## src/rtl/grs_map.vh

```
`ifndef GRS_MAP_VH
`define GRS_MAP_VH

// Status byte bit positions
`define GRS_SB_SWEEP 0
`define GRS_SB_HWERR 1
`define GRS_SB_EXERR 2
`define GRS_SB_LOCAL 3
`define GRS_SB_READY 4
`define GRS_SB_ERSUM 5
`define GRS_SB_RQS 6
`define GRS_SB_PCHG 7

// Request mask reset value and the bits that may raise a request
`define GRS_MASK_RST 8'h00
`define GRS_MASK_USED 8'hBF

// Message characters, upper case
`define GRS_CH_C 8'h43
`define GRS_CH_H 8'h48
`define GRS_CH_I 8'h49
`define GRS_CH_M 8'h4D
`define GRS_CH_P 8'h50
`define GRS_CH_R 8'h52
`define GRS_CH_S 8'h53
`define GRS_CH_Z 8'h5A
`define GRS_CH_0 8'h30
`define GRS_CH_9 8'h39
`define GRS_CH_LF 8'h0A
`define GRS_CH_SP 8'h20
`define GRS_CASE_FOLD 8'hDF

// Largest mask value
`define GRS_MASK_MAX 9'h0FF

`endif

```

## src/rtl/grs_sync.v

```verilog
`timescale 1ns/100ps
`include "grs_map.vh"

module grs_sync #(
  parameter WIDTH = 2
) (
  // Clock and reset
  input wire sys_clk,
  input wire rst_n,
  // Asynchronous inputs and their filtered copies
  input wire [WIDTH-1:0] d,
  output wire [WIDTH-1:0] q
);

  genvar i;
  generate
    for (i = 0; i < WIDTH; i = i + 1) begin : g_bit
      reg s1_q;
      reg s2_q;
      reg s3_q;
      reg out_q;
      always @(posedge sys_clk or negedge rst_n) begin
        if (!rst_n) begin
          s1_q <= 1'b0;
          s2_q <= 1'b0;
          s3_q <= 1'b0;
          out_q <= 1'b0;
        end else begin
          s1_q <= d[i];
          s2_q <= s1_q;
          s3_q <= s2_q;
          // A change counts only once two settled stages agree
          if (s2_q == s3_q) begin
            out_q <= s3_q;
          end
        end
      end
      assign q[i] = out_q;
    end
  endgenerate

endmodule

```

## src/rtl/grs_remote.v

```verilog
`timescale 1ns/100ps
`include "grs_map.vh"

module grs_remote (
  // Clock and reset
  input wire sys_clk,
  input wire rst_n,
  // Bus conditions
  input wire ren,
  input wire my_listen,
  input wire gtl,
  input wire llo,
  // Front panel
  input wire key_press,
  // State
  output reg remote_q,
  output reg lockout_q,
  output reg went_remote_q
);

  localparam ST_LOCAL = 1'b0;
  localparam ST_REMOTE = 1'b1;

  reg remote_d;
  reg lockout_d;

  always @* begin
    remote_d = remote_q;
    lockout_d = lockout_q;
    if (!ren) begin
      remote_d = ST_LOCAL;
      lockout_d = 1'b0;
    end else begin
      if (llo) begin
        lockout_d = 1'b1;
      end
      case (remote_q)
        ST_LOCAL: begin
          if (my_listen) begin
            remote_d = ST_REMOTE;
          end
        end
        ST_REMOTE: begin
          if (gtl) begin
            remote_d = ST_LOCAL;
          end else if (key_press && !lockout_q && !llo) begin
            // Key is dead once lockout is seen, even in the same cycle
            remote_d = ST_LOCAL;
          end
        end
        default: begin
          remote_d = ST_LOCAL;
        end
      endcase
    end
  end

  always @(posedge sys_clk or negedge rst_n) begin
    if (!rst_n) begin
      remote_q <= ST_LOCAL;
      lockout_q <= 1'b0;
      went_remote_q <= 1'b0;
    end else begin
      remote_q <= remote_d;
      lockout_q <= lockout_d;
      went_remote_q <= (remote_d == ST_REMOTE) && (remote_q == ST_LOCAL);
    end
  end

endmodule

```

## src/rtl/grs_top.v

```verilog
`timescale 1ns/100ps
`include "grs_map.vh"

module grs_top (
  // Clock and reset
  input wire sys_clk,
  input wire rst_n,
  // Bus control lines
  input wire ren_pin,
  output reg srq_o,
  output reg srq_oe,
  // Decoded bus commands, one-cycle pulses on sys_clk
  input wire bus_dcl,
  input wire bus_sdc,
  input wire bus_gtl,
  input wire bus_llo,
  input wire bus_my_listen,
  input wire bus_my_talk,
  input wire bus_spe,
  input wire bus_spd,
  // Received message bytes
  input wire msg_valid,
  input wire [7:0] msg_data,
  // Front panel
  input wire local_key_pin,
  // Instrument status events
  input wire sweep_done,
  input wire sweep_restart,
  input wire hw_err_set,
  input wire hw_err_read,
  input wire hw_fault,
  input wire exec_err_read,
  input wire param_chg_set,
  input wire param_chg_read,
  input wire inst_ready,
  // Serial poll answer
  output reg poll_valid,
  output reg [7:0] poll_byte,
  // Mode and action outputs
  output wire remote_mode,
  output wire lockout_active,
  output reg entry_open,
  output reg full_preset,
  output reg partial_preset
);

  localparam PS_IDLE = 3'h0;
  localparam PS_R = 3'h1;
  localparam PS_NUM = 3'h2;
  localparam PS_NUM_H = 3'h3;
  localparam PS_I = 3'h4;
  localparam PS_P = 3'h5;
  localparam PS_C = 3'h6;
  localparam PS_OTHER = 3'h7;

  // Reset release
  reg rst_s1_q;
  reg rst_s2_q;
  wire rst_sync_n;

  always @(posedge sys_clk or negedge rst_n) begin
    if (!rst_n) begin
      rst_s1_q <= 1'b0;
      rst_s2_q <= 1'b0;
    end else begin
      rst_s1_q <= 1'b1;
      rst_s2_q <= rst_s1_q;
    end
  end
  assign rst_sync_n = rst_s2_q;

  // Pin inputs
  wire [1:0] pins_sync;
  wire ren;
  wire key_lvl;

  grs_sync #(
    .WIDTH(2)
  ) u_sync (
    .sys_clk(sys_clk),
    .rst_n(rst_sync_n),
    .d({local_key_pin, ren_pin}),
    .q(pins_sync)
  );
  assign ren = pins_sync[0];
  assign key_lvl = pins_sync[1];

  reg key_prev_q;
  wire key_press;

  always @(posedge sys_clk or negedge rst_sync_n) begin
    if (!rst_sync_n) begin
      key_prev_q <= 1'b0;
    end else begin
      key_prev_q <= key_lvl;
    end
  end
  assign key_press = key_lvl && !key_prev_q;

  // Remote and lockout state
  wire went_remote;

  grs_remote u_remote (
    .sys_clk(sys_clk),
    .rst_n(rst_sync_n),
    .ren(ren),
    .my_listen(bus_my_listen),
    .gtl(bus_gtl),
    .llo(bus_llo),
    .key_press(key_press),
    .remote_q(remote_mode),
    .lockout_q(lockout_active),
    .went_remote_q(went_remote)
  );

  // Selected clear is expected already qualified by our address
  wire dev_clear;
  assign dev_clear = bus_dcl || bus_sdc;

  // Message parser
  reg [2:0] ps_q;
  reg [2:0] ps_d;
  reg [8:0] val_q;
  reg [8:0] val_d;
  reg over_q;
  reg over_d;
  reg mask_load;
  reg exec_set;
  reg cs_cmd;
  reg fp_cmd;
  reg pp_cmd;
  wire [7:0] ch;
  wire is_digit;
  wire [11:0] val_x10;
  wire [11:0] val_sum;

  // Letters folded to upper case; digits are tested on the raw byte, as the fold clears their bit 5
  assign ch = msg_data & `GRS_CASE_FOLD;
  assign is_digit = (msg_data >= `GRS_CH_0) && (msg_data <= `GRS_CH_9);
  assign val_x10 = {3'h0, val_q} * 12'h00A;
  assign val_sum = val_x10 + {4'h0, msg_data - `GRS_CH_0};

  always @* begin
    ps_d = ps_q;
    val_d = val_q;
    over_d = over_q;
    mask_load = 1'b0;
    exec_set = 1'b0;
    cs_cmd = 1'b0;
    fp_cmd = 1'b0;
    pp_cmd = 1'b0;
    if (dev_clear || went_remote) begin
      ps_d = PS_IDLE;
      val_d = 9'h000;
      over_d = 1'b0;
    end else if (msg_valid) begin
      case (ps_q)
        PS_IDLE: begin
          if (msg_data == `GRS_CH_SP || msg_data == `GRS_CH_LF) begin
            ps_d = PS_IDLE;
          end else if (ch == `GRS_CH_R) begin
            ps_d = PS_R;
          end else if (ch == `GRS_CH_I) begin
            ps_d = PS_I;
          end else if (ch == `GRS_CH_P) begin
            ps_d = PS_P;
          end else if (ch == `GRS_CH_C) begin
            ps_d = PS_C;
          end else begin
            ps_d = PS_OTHER;
          end
        end
        PS_R: begin
          if (ch == `GRS_CH_M) begin
            ps_d = PS_NUM;
            val_d = 9'h000;
            over_d = 1'b0;
          end else begin
            ps_d = PS_OTHER;
          end
        end
        PS_NUM: begin
          if (is_digit) begin
            if (val_sum > {3'h0, `GRS_MASK_MAX}) begin
              over_d = 1'b1;
            end else begin
              val_d = val_sum[8:0];
            end
          end else if (ch == `GRS_CH_H) begin
            ps_d = PS_NUM_H;
          end else if (msg_data != `GRS_CH_SP) begin
            exec_set = 1'b1;
            ps_d = PS_IDLE;
          end
        end
        PS_NUM_H: begin
          ps_d = PS_IDLE;
          if (ch == `GRS_CH_Z && !over_q) begin
            mask_load = 1'b1;
          end else begin
            exec_set = 1'b1;
          end
        end
        PS_I: begin
          ps_d = PS_IDLE;
          fp_cmd = (ch == `GRS_CH_P);
          exec_set = (ch != `GRS_CH_P);
        end
        PS_P: begin
          ps_d = PS_IDLE;
          pp_cmd = (ch == `GRS_CH_P);
          exec_set = (ch != `GRS_CH_P);
        end
        PS_C: begin
          ps_d = PS_IDLE;
          cs_cmd = (ch == `GRS_CH_S);
          exec_set = (ch != `GRS_CH_S);
        end
        PS_OTHER: begin
          // Entries for other functions end on a terminator or line end
          if (ch == `GRS_CH_Z || msg_data == `GRS_CH_LF) begin
            ps_d = PS_IDLE;
          end
        end
        default: begin
          ps_d = PS_IDLE;
        end
      endcase
    end
  end

  always @(posedge sys_clk or negedge rst_sync_n) begin
    if (!rst_sync_n) begin
      ps_q <= PS_IDLE;
      val_q <= 9'h000;
      over_q <= 1'b0;
    end else begin
      ps_q <= ps_d;
      val_q <= val_d;
      over_q <= over_d;
    end
  end

  // Request mask
  reg [7:0] mask_q;

  always @(posedge sys_clk or negedge rst_sync_n) begin
    if (!rst_sync_n) begin
      mask_q <= `GRS_MASK_RST;
    end else if (fp_cmd) begin
      mask_q <= `GRS_MASK_RST;
    end else if (mask_load) begin
      mask_q <= val_q[7:0];
    end
  end

  // Sticky status bits; a set in the same cycle as a clear wins
  wire stat_clear;
  reg sweep_q;
  reg hwerr_q;
  reg exerr_q;
  reg pchg_q;

  assign stat_clear = cs_cmd || fp_cmd || dev_clear;

  always @(posedge sys_clk or negedge rst_sync_n) begin
    if (!rst_sync_n) begin
      sweep_q <= 1'b0;
      hwerr_q <= 1'b0;
      exerr_q <= 1'b0;
      pchg_q <= 1'b0;
    end else begin
      // Updated in local and remote alike
      sweep_q <= sweep_done || (sweep_q && !(sweep_restart || stat_clear));
      // An unresolved hardware fault survives a status clear
      hwerr_q <= hw_err_set || hw_fault ||
                 (hwerr_q && !(hw_err_read || stat_clear));
      exerr_q <= exec_set || (exerr_q && !(exec_err_read || stat_clear));
      pchg_q <= param_chg_set || (pchg_q && !(param_chg_read || stat_clear));
    end
  end

  // Assembled status byte; bits 3 and 4 are live, not latched
  wire [7:0] sb_raw;
  wire rqs;
  wire [7:0] status_byte;

  assign sb_raw[`GRS_SB_SWEEP] = sweep_q;
  assign sb_raw[`GRS_SB_HWERR] = hwerr_q;
  assign sb_raw[`GRS_SB_EXERR] = exerr_q;
  assign sb_raw[`GRS_SB_LOCAL] = !remote_mode;
  assign sb_raw[`GRS_SB_READY] = inst_ready;
  assign sb_raw[`GRS_SB_ERSUM] = hwerr_q || exerr_q;
  assign sb_raw[`GRS_SB_RQS] = 1'b0;
  assign sb_raw[`GRS_SB_PCHG] = pchg_q;

  // Mask bit 6 is dropped here, so whatever was written there is moot
  assign rqs = |(sb_raw & mask_q & `GRS_MASK_USED);

  assign status_byte = {sb_raw[7], rqs, sb_raw[5:0]};

  // Serial poll; reading the byte changes no status bit
  reg spe_q;

  always @(posedge sys_clk or negedge rst_sync_n) begin
    if (!rst_sync_n) begin
      spe_q <= 1'b0;
      poll_valid <= 1'b0;
      poll_byte <= 8'h00;
    end else begin
      if (bus_spd || dev_clear) begin
        spe_q <= 1'b0;
      end else if (bus_spe) begin
        spe_q <= 1'b1;
      end
      poll_valid <= spe_q && bus_my_talk;
      if (spe_q && bus_my_talk) begin
        poll_byte <= status_byte;
      end
    end
  end

  // SRQ line and action strobes
  always @(posedge sys_clk or negedge rst_sync_n) begin
    if (!rst_sync_n) begin
      srq_o <= 1'b0;
      srq_oe <= 1'b0;
      entry_open <= 1'b0;
      full_preset <= 1'b0;
      partial_preset <= 1'b0;
    end else begin
      srq_o <= 1'b0;
      // Open drain: pulling low is the true state of the line
      srq_oe <= rqs;
      entry_open <= (ps_d != PS_IDLE);
      // Device clear never reaches the settings
      full_preset <= fp_cmd;
      partial_preset <= pp_cmd;
    end
  end

endmodule

```

## config.mk

```make
export PLATFORM = sky130hd
export DESIGN_NAME = grs_top
export DESIGN_NICKNAME = d
export VERILOG_FILES = /design/src/rtl/grs_sync.v /design/src/rtl/grs_remote.v /design/src/rtl/grs_top.v
export VERILOG_INCLUDE_DIRS = /design/src /design/src/rtl
export SDC_FILE = /design/constraint.sdc
export NUM_CORES = 1
export LEC_CHECK = 0
export BUFFER_PORTS_ARGS = -buffer_cell sky130_fd_sc_hd__buf_2
export CAP_MARGIN = 25
export CORE_ASPECT_RATIO = 0.6
export CORE_MARGIN = 4
export CORE_UTILIZATION = 40
export DETAILED_ROUTE_END_ITERATION = 8
export PLACE_DENSITY = 0.61
export SYNTH_ARGS = -nofsm -noshare
export SYNTH_HDL_FRONTEND = slang
export SYNTH_SLANG_ARGS = --single-unit
```

## constraint.sdc

```tcl
create_clock -name sys_clk -period 2.2 [get_ports sys_clk]
set_clock_uncertainty 0.05 [all_clocks]
set_input_delay 0.11 -clock sys_clk [delete_from_list [all_inputs] [get_ports sys_clk]]
set_output_delay 0.11 -clock sys_clk [all_outputs]
set_load 0.01 [all_outputs]
```

**After elaboration in Yosys (flattened, before gate mapping)**

Cells that the tools add are included.

- Eq/ne operators: 27
- Bitwise logic cells: 2
- $mul: 1
- $lt $le $gt $ge: 3
- Reduce and logical (&&, ||, !) cells: 48
- Shift-type cells: 0
- $add $sub $neg: 2
- Mux-type cells: 56
- Divide/modulo/power cells: 0

Operators by type and width:

| kind | number |
|---|---|
| $eq A7 B6 Y1 const B | 8 |
| $mux W9 | 5 |
| $mux W1 | 33 |
| $mux W3 | 9 |
| $pmux W9 S2 | 1 |
| $logic_or A1 B1 Y1 | 17 |
| $mux W8 | 2 |
| $pmux W3 S5 | 1 |
| $ne A7 B6 Y1 const B | 2 |
| $add A12 B8 Y12 | 1 |
| $eq A3 B3 Y1 const B | 4 |
| $gt A12 B8 Y1 const B | 1 |
| $ne A3 B3 Y1 const B | 4 |
| $logic_and A1 B1 Y1 | 11 |
| $mul A9 B3 Y11 const B | 1 |
| $reduce_and A5 Y1 | 2 |
| $logic_not A1 Y1 | 9 |
| $and A8 B8 Y8 | 1 |
| $eq A8 B4 Y1 const B | 1 |
| $eq A8 B6 Y1 const B | 1 |
| $ge A8 B6 Y1 const B | 1 |
| $le A8 B6 Y1 const B | 1 |
| $ne A8 B6 Y1 const B | 1 |
| $sub A8 B6 Y8 const B | 1 |
| 14 further kinds | 21 |

- Memories: 0
- Input bits: 30
- Latch bits: 0
- Register bits: 53
- Memory bits (writable): 0
- Word-level logic and storage cells: 168
- Output and inout bits: 16
- Memory bits (read-only): 0

**Depth between registers and ports, before layout**

- Depth in word-level cells: 10
- Gate-level depth with buffers: 14
- Gate-level depth less buffers: 13

**By module**

A second synthesis with hierarchy kept.

- Cells, all modules: 314
- Area, all modules: 3143.0 um2

Modules (own cells, without submodules):

| module | times used | cells each | seq. area each (um2) | area an instance (um2) |
|---|---|---|---|---|
| grs_top | 1 | 293 | 1026.0 | 2788.9 |
| grs_sync | 1 | 12 | 200.2 | 237.7 |
| grs_remote | 1 | 9 | 75.1 | 116.4 |

**Worst setup path before layout**

Ideal clock, no wire load.

- Path type: register to register
- Start point: reg val_q[1]
- End point: reg val_q[1]
- Setup time: 122 ps
- Arrival: 3198 ps
- Required time: 2028 ps
- Path slack: -1169 ps
- Path buffers: 1
- Stages on the path, launching flop included: 14
- Clock period less this slack: 3369 ps
- Cells stage by stage: dfrtp_1 ha_1 ha_1 inv_1 fa_1 inv_1 ha_1 nand3_1 o211ai_1 o21ai_0 or4_4 a31o_1 buf_6 a32o_1

- Word-level cells in the longest chain between the ends: 5

RTL lines:

| what | line | RTL |
|---|---|---|
| from (decl) | grs_top.v:123 | `reg [8:0] val_q;` |
| from (signal assigned) | grs_top.v:239 | `val_q <= val_d;` |
| $mul A9 B3 Y11 | grs_top.v:140 | `assign val_x10 = {3'h0, val_q} * 12'h00A;` |
| $add A12 B8 Y12 | grs_top.v:141 | `` assign val_sum = val_x10 + {4'h0, msg_data - `GRS_CH_0}; `` |
| $gt A12 B8 Y1 | grs_top.v:184 | `` if (val_sum > {3'h0, `GRS_MASK_MAX}) begin `` |
| $ne A3 B3 Y1 (no line) | -- |  |
| $reduce_and A5 Y1 (no line) | -- |  |

Every way passes these cells.
A chain may end at the register's enable or synchronous reset.

**Worst setup path after layout**

- Start point: reg val_q[3]
- End point: reg val_q[5]

- Word-level cells in the longest chain between the ends: 7
- Elaborated cells on any way between the ends: 10
- Classes of those cells: 1 x add/sub; 1 x mul; 1 x order compare; 1 x eq/ne; 5 x mux; 1 x reduce/logical

RTL lines:

| what | line |
|---|---|
| $mul A9 B3 Y11 (*) | grs_top.v:140 |
| $add A12 B8 Y12 (*) | grs_top.v:141 |
| parallel branches: the longest is 5 deep, another holds $gt A12 B8 Y1 | -- |

Every way passes the cells marked *. The select of a mux whose other input is x is not followed.

==> results.md <==
* Avg Cell Area, Syn at 10.4 sq um
* Multiplexer share of the synthesized area at 4.73%
* Hpwl dp at 5840 um
* Area after DPL at 3790 sq um
* IO Pins at 46
* Core ar. at 7420 sq um
* RR Endpoint: val_q[5]
* Simple-gate share of the synthesized area at 17.0%
* Num CTS Buffers at 5
* Clock Pin Slew Worst Setup and Hold Paths at 0.07 ns
* Relative slew margins at 62.7%
* First-pass GRT wire length at 12700 um
* Grt met2 use at 24.3%
* Setup crit start kind: flip-flop
* Reg2reg path depth at 12
* Maximum VDD drop at 0.000373 V
* Compound-gate portion of the synthesized area at 16.5%
* H-tree depth at 2
* CP Capture Point: val_q[5]
* Syn-to-layout area delta at 32.4%
* Final #Nets at 461
* WL per Instance at 14.7 um
* Post-Synth Adder-Cell Area at 11.6%
* Die X at 122 um
* Final-report setup violation count at 10
* Setup TNS at -11.24 ns
* DRT Pass-1 Iters at 4
* EDFF count, synth at 0
* Crit path max fanout at 5
* Vias per cell at 5.18
* Pin count of the biggest net entering global routing at 47
* CP Capture Type: flip-flop
* Routed Wire Length at 7470 um
* WP data arrival at 3.48 ns
* Die Y at 76.4 um
* Die Area at 9320 sq um
* Async set-reset flop share out of synthesis at 100%
* CP startpoint: val_q[3]
* Congestion Overflow GR at 0
* Worst Tran Pin Value at 0.560 ns
* Commonest non-fill, non-tap cells in the layout: buf_4 (53), dfrtp_1 (51), buf_2 (44), nor2_1 (23), ha_1 (21)
* DRC at 0
* Failing checks: setup timing
* Max-slew violations at 0
* CP Class: flip-flop to flip-flop
* Vias at 2644
* GPL Wtd Cong at 0.855
* Met1 Use GR at 26.4%
* Gr busiest metal: met1
* Status: finished, violations left
* Clk sinks at 52
* Fraction of layout cells with a size suffix above 1 at 36.2%
* CTS tree: done
* Post-Synthesis Cells at 301
* Ys Warns at 0
* Starting Density at 42.1%
* Commonest non-fill, non-tap cell in the layout: buf_4
* Ant diodes at 0
* R2R Path Start: val_q[3]
* Num rows at 24
* Fillers at 679
* Global-route met3 utilization at 4.01%
* Max Root-Sink Buffers at 2
* Clock root buffer: clkbuf_16
* Synth Register Bits at 52
* Layout Utilization at 55.7%
* Final setup margin at -1.16 ns
* Post-Synth XOR/XNOR Area at 3.09%
* DR iter-0 viols at 186
* Pleak at 2.05 nW
* Max Clock Freq at 298 MHz
* Syn_nets at 357
* Fin area at 4130 sq um
* Max_cap viols at 0
* Min Tclk post-route at 3.36 ns
* Clk_lat worst skew at 0.28 ns
* Mapped cell area at 3120 sq um
* Gr usage total at 16.9%
* ANT nets after route at 0
* Fin. Hold Viols at 0
* RSZ-0062 raised after global routing: true
* Post-synthesis sequential area ratio at 41.7%
* Largest family of logic cells by synthesized area: simple AND/OR/NAND/NOR gates
* Type of the most critical hold path: primary input to flip-flop
* Vias in the first global route at 2588
* R2R setup slack at -1.16 ns
* P per Cell Area at 551 nW/um^2
* Port bufs at 44
* Ys flop type: dfrtp_1
* Tcrit/Tclk final at 153%
* Worst Path Required at 2.32 ns
* Yosys cell types at 66
* Antenna violations before repair at 0
## where the power goes
group / leakage, nW / internal (mW) / switching (mW)
Combinational: 1.29 / 0.153 / 0.157
Clock: 0.0901 / 0.598 / 0.319
Sequential: 0.674 / 1.01 / 0.0350
## registers in the layout, summed over array words and instances, names as in the netlist, 2 cells and up
signal / flops
mask_q: 7
ps_q: 3
val_q: 9
u_sync.g_bit.out_q: 2
u_sync.g_bit.s2_q: 2
u_sync.g_bit.s1_q: 2
poll_byte: 8
u_sync.g_bit.s3_q: 2
## worst max-delay path, stage by stage (launching register included)
cell and delay, ns:
dfrtp_1 0.38, ha_1 0.30, ha_2 0.18, inv_2 0.04, fa_1 0.49, inv_2 0.05, ha_4 0.28, nand3_2 0.06
o211ai_1 0.25, o21ai_1 0.13, or4_4 0.55, a31o_4 0.27, a32o_1 0.22
## cell families after synthesis
kind of cell             after synthesis
XOR/XNOR                              11
adder cells (fa/ha/maj)               28
multiplexers                          14
AO/OA/AOI/OAI                         67
other                                  2
AND/OR/NAND/NOR                       96
buffers and inverters                 31
flip-flops                            52
## cells in the mapped netlist, types with 3 or more instances
master | number | area, sq um
a211oi_1 | 4 | 30.0
a21o_1 | 3 | 22.5
a21oi_1 | 10 | 50.1
a31o_2 | 3 | 26.3
a32o_1 | 9 | 90.1
and2_1 | 3 | 18.8
and3_1 | 3 | 18.8
buf_2 | 3 | 15.0
dfrtp_1 | 52 | 1300
ha_1 | 24 | 300
inv_1 | 21 | 78.8
mux2_2 | 6 | 67.6
mux2i_1 | 8 | 80.1
nand2_1 | 16 | 60.1
nand3_1 | 9 | 45.0
nand3b_1 | 3 | 22.5
nor2_1 | 23 | 86.3
nor3_1 | 12 | 60.1
nor4_1 | 4 | 25.0
o21a_1 | 4 | 30.0
o21ai_0 | 11 | 55.1
o21bai_1 | 3 | 22.5
xnor2_1 | 7 | 61.3
xor2_1 | 4 | 35.0
## timing repair
item                                    4_1_cts  5_1_grt
endpoints found under the hold margin         8        0
gates resized for setup                       6        0
hold buffers                                  9        0
buffers inserted                              2        2
pin swaps                                     3        4
endpoints found under the setup margin       10       10
cloned                                        1        0
## worst min-delay path by stage
stage	startpoint	to	slack [ns]	depth (start not counted)
2_1_floorplan	rst_n	rst_s1_q	-0.24	0
3_3_place_gp	rst_n	rst_s1_q	-0.15	1
3_5_place_dp	rst_n	rst_s1_q	-0.15	1
4_1_cts	bus_llo	u_remote.lockout_q	0.001	2
5_1_grt	bus_llo	u_remote.lockout_q	0.01	2
6_report	bus_llo	u_remote.lockout_q	0.006	2
## area by class of cell
cell class	count	area [sq um]	share of cell area, %
multi-input cells	219	1730	41.8
well taps	104	130	3.15
clock buffers	7	153	3.70
repair buffers	106	708	17.2
clock inverters	1	30.0	0.727
inverters	21	78.8	1.91
flip-flops and latches	52	1300	31.5
## stage by stage
stage,cells,hold WS (ns),power (mW),setup WS [ns]
after detailed placement,488,-0.149,1.36,-1.22
after floorplan,301,-0.236,1.23,-1.06
final,510,0.00643,2.27,-1.16
after global placement,488,-0.154,1.36,-1.09
after global routing,510,0.0147,2.39,-1.28
after CTS,508,0.000979,2.30,-1.16
## metal layers
layer	routed length [um]	share of wire, %	up-vias
li1	-	-	1314
met1	3900	52	1258
met5	0	0	-
met2	3150	42	70
met4	16	0.21	0
met3	406	5.4	2
No activity file was read; power rests on OpenSTA's default activity.
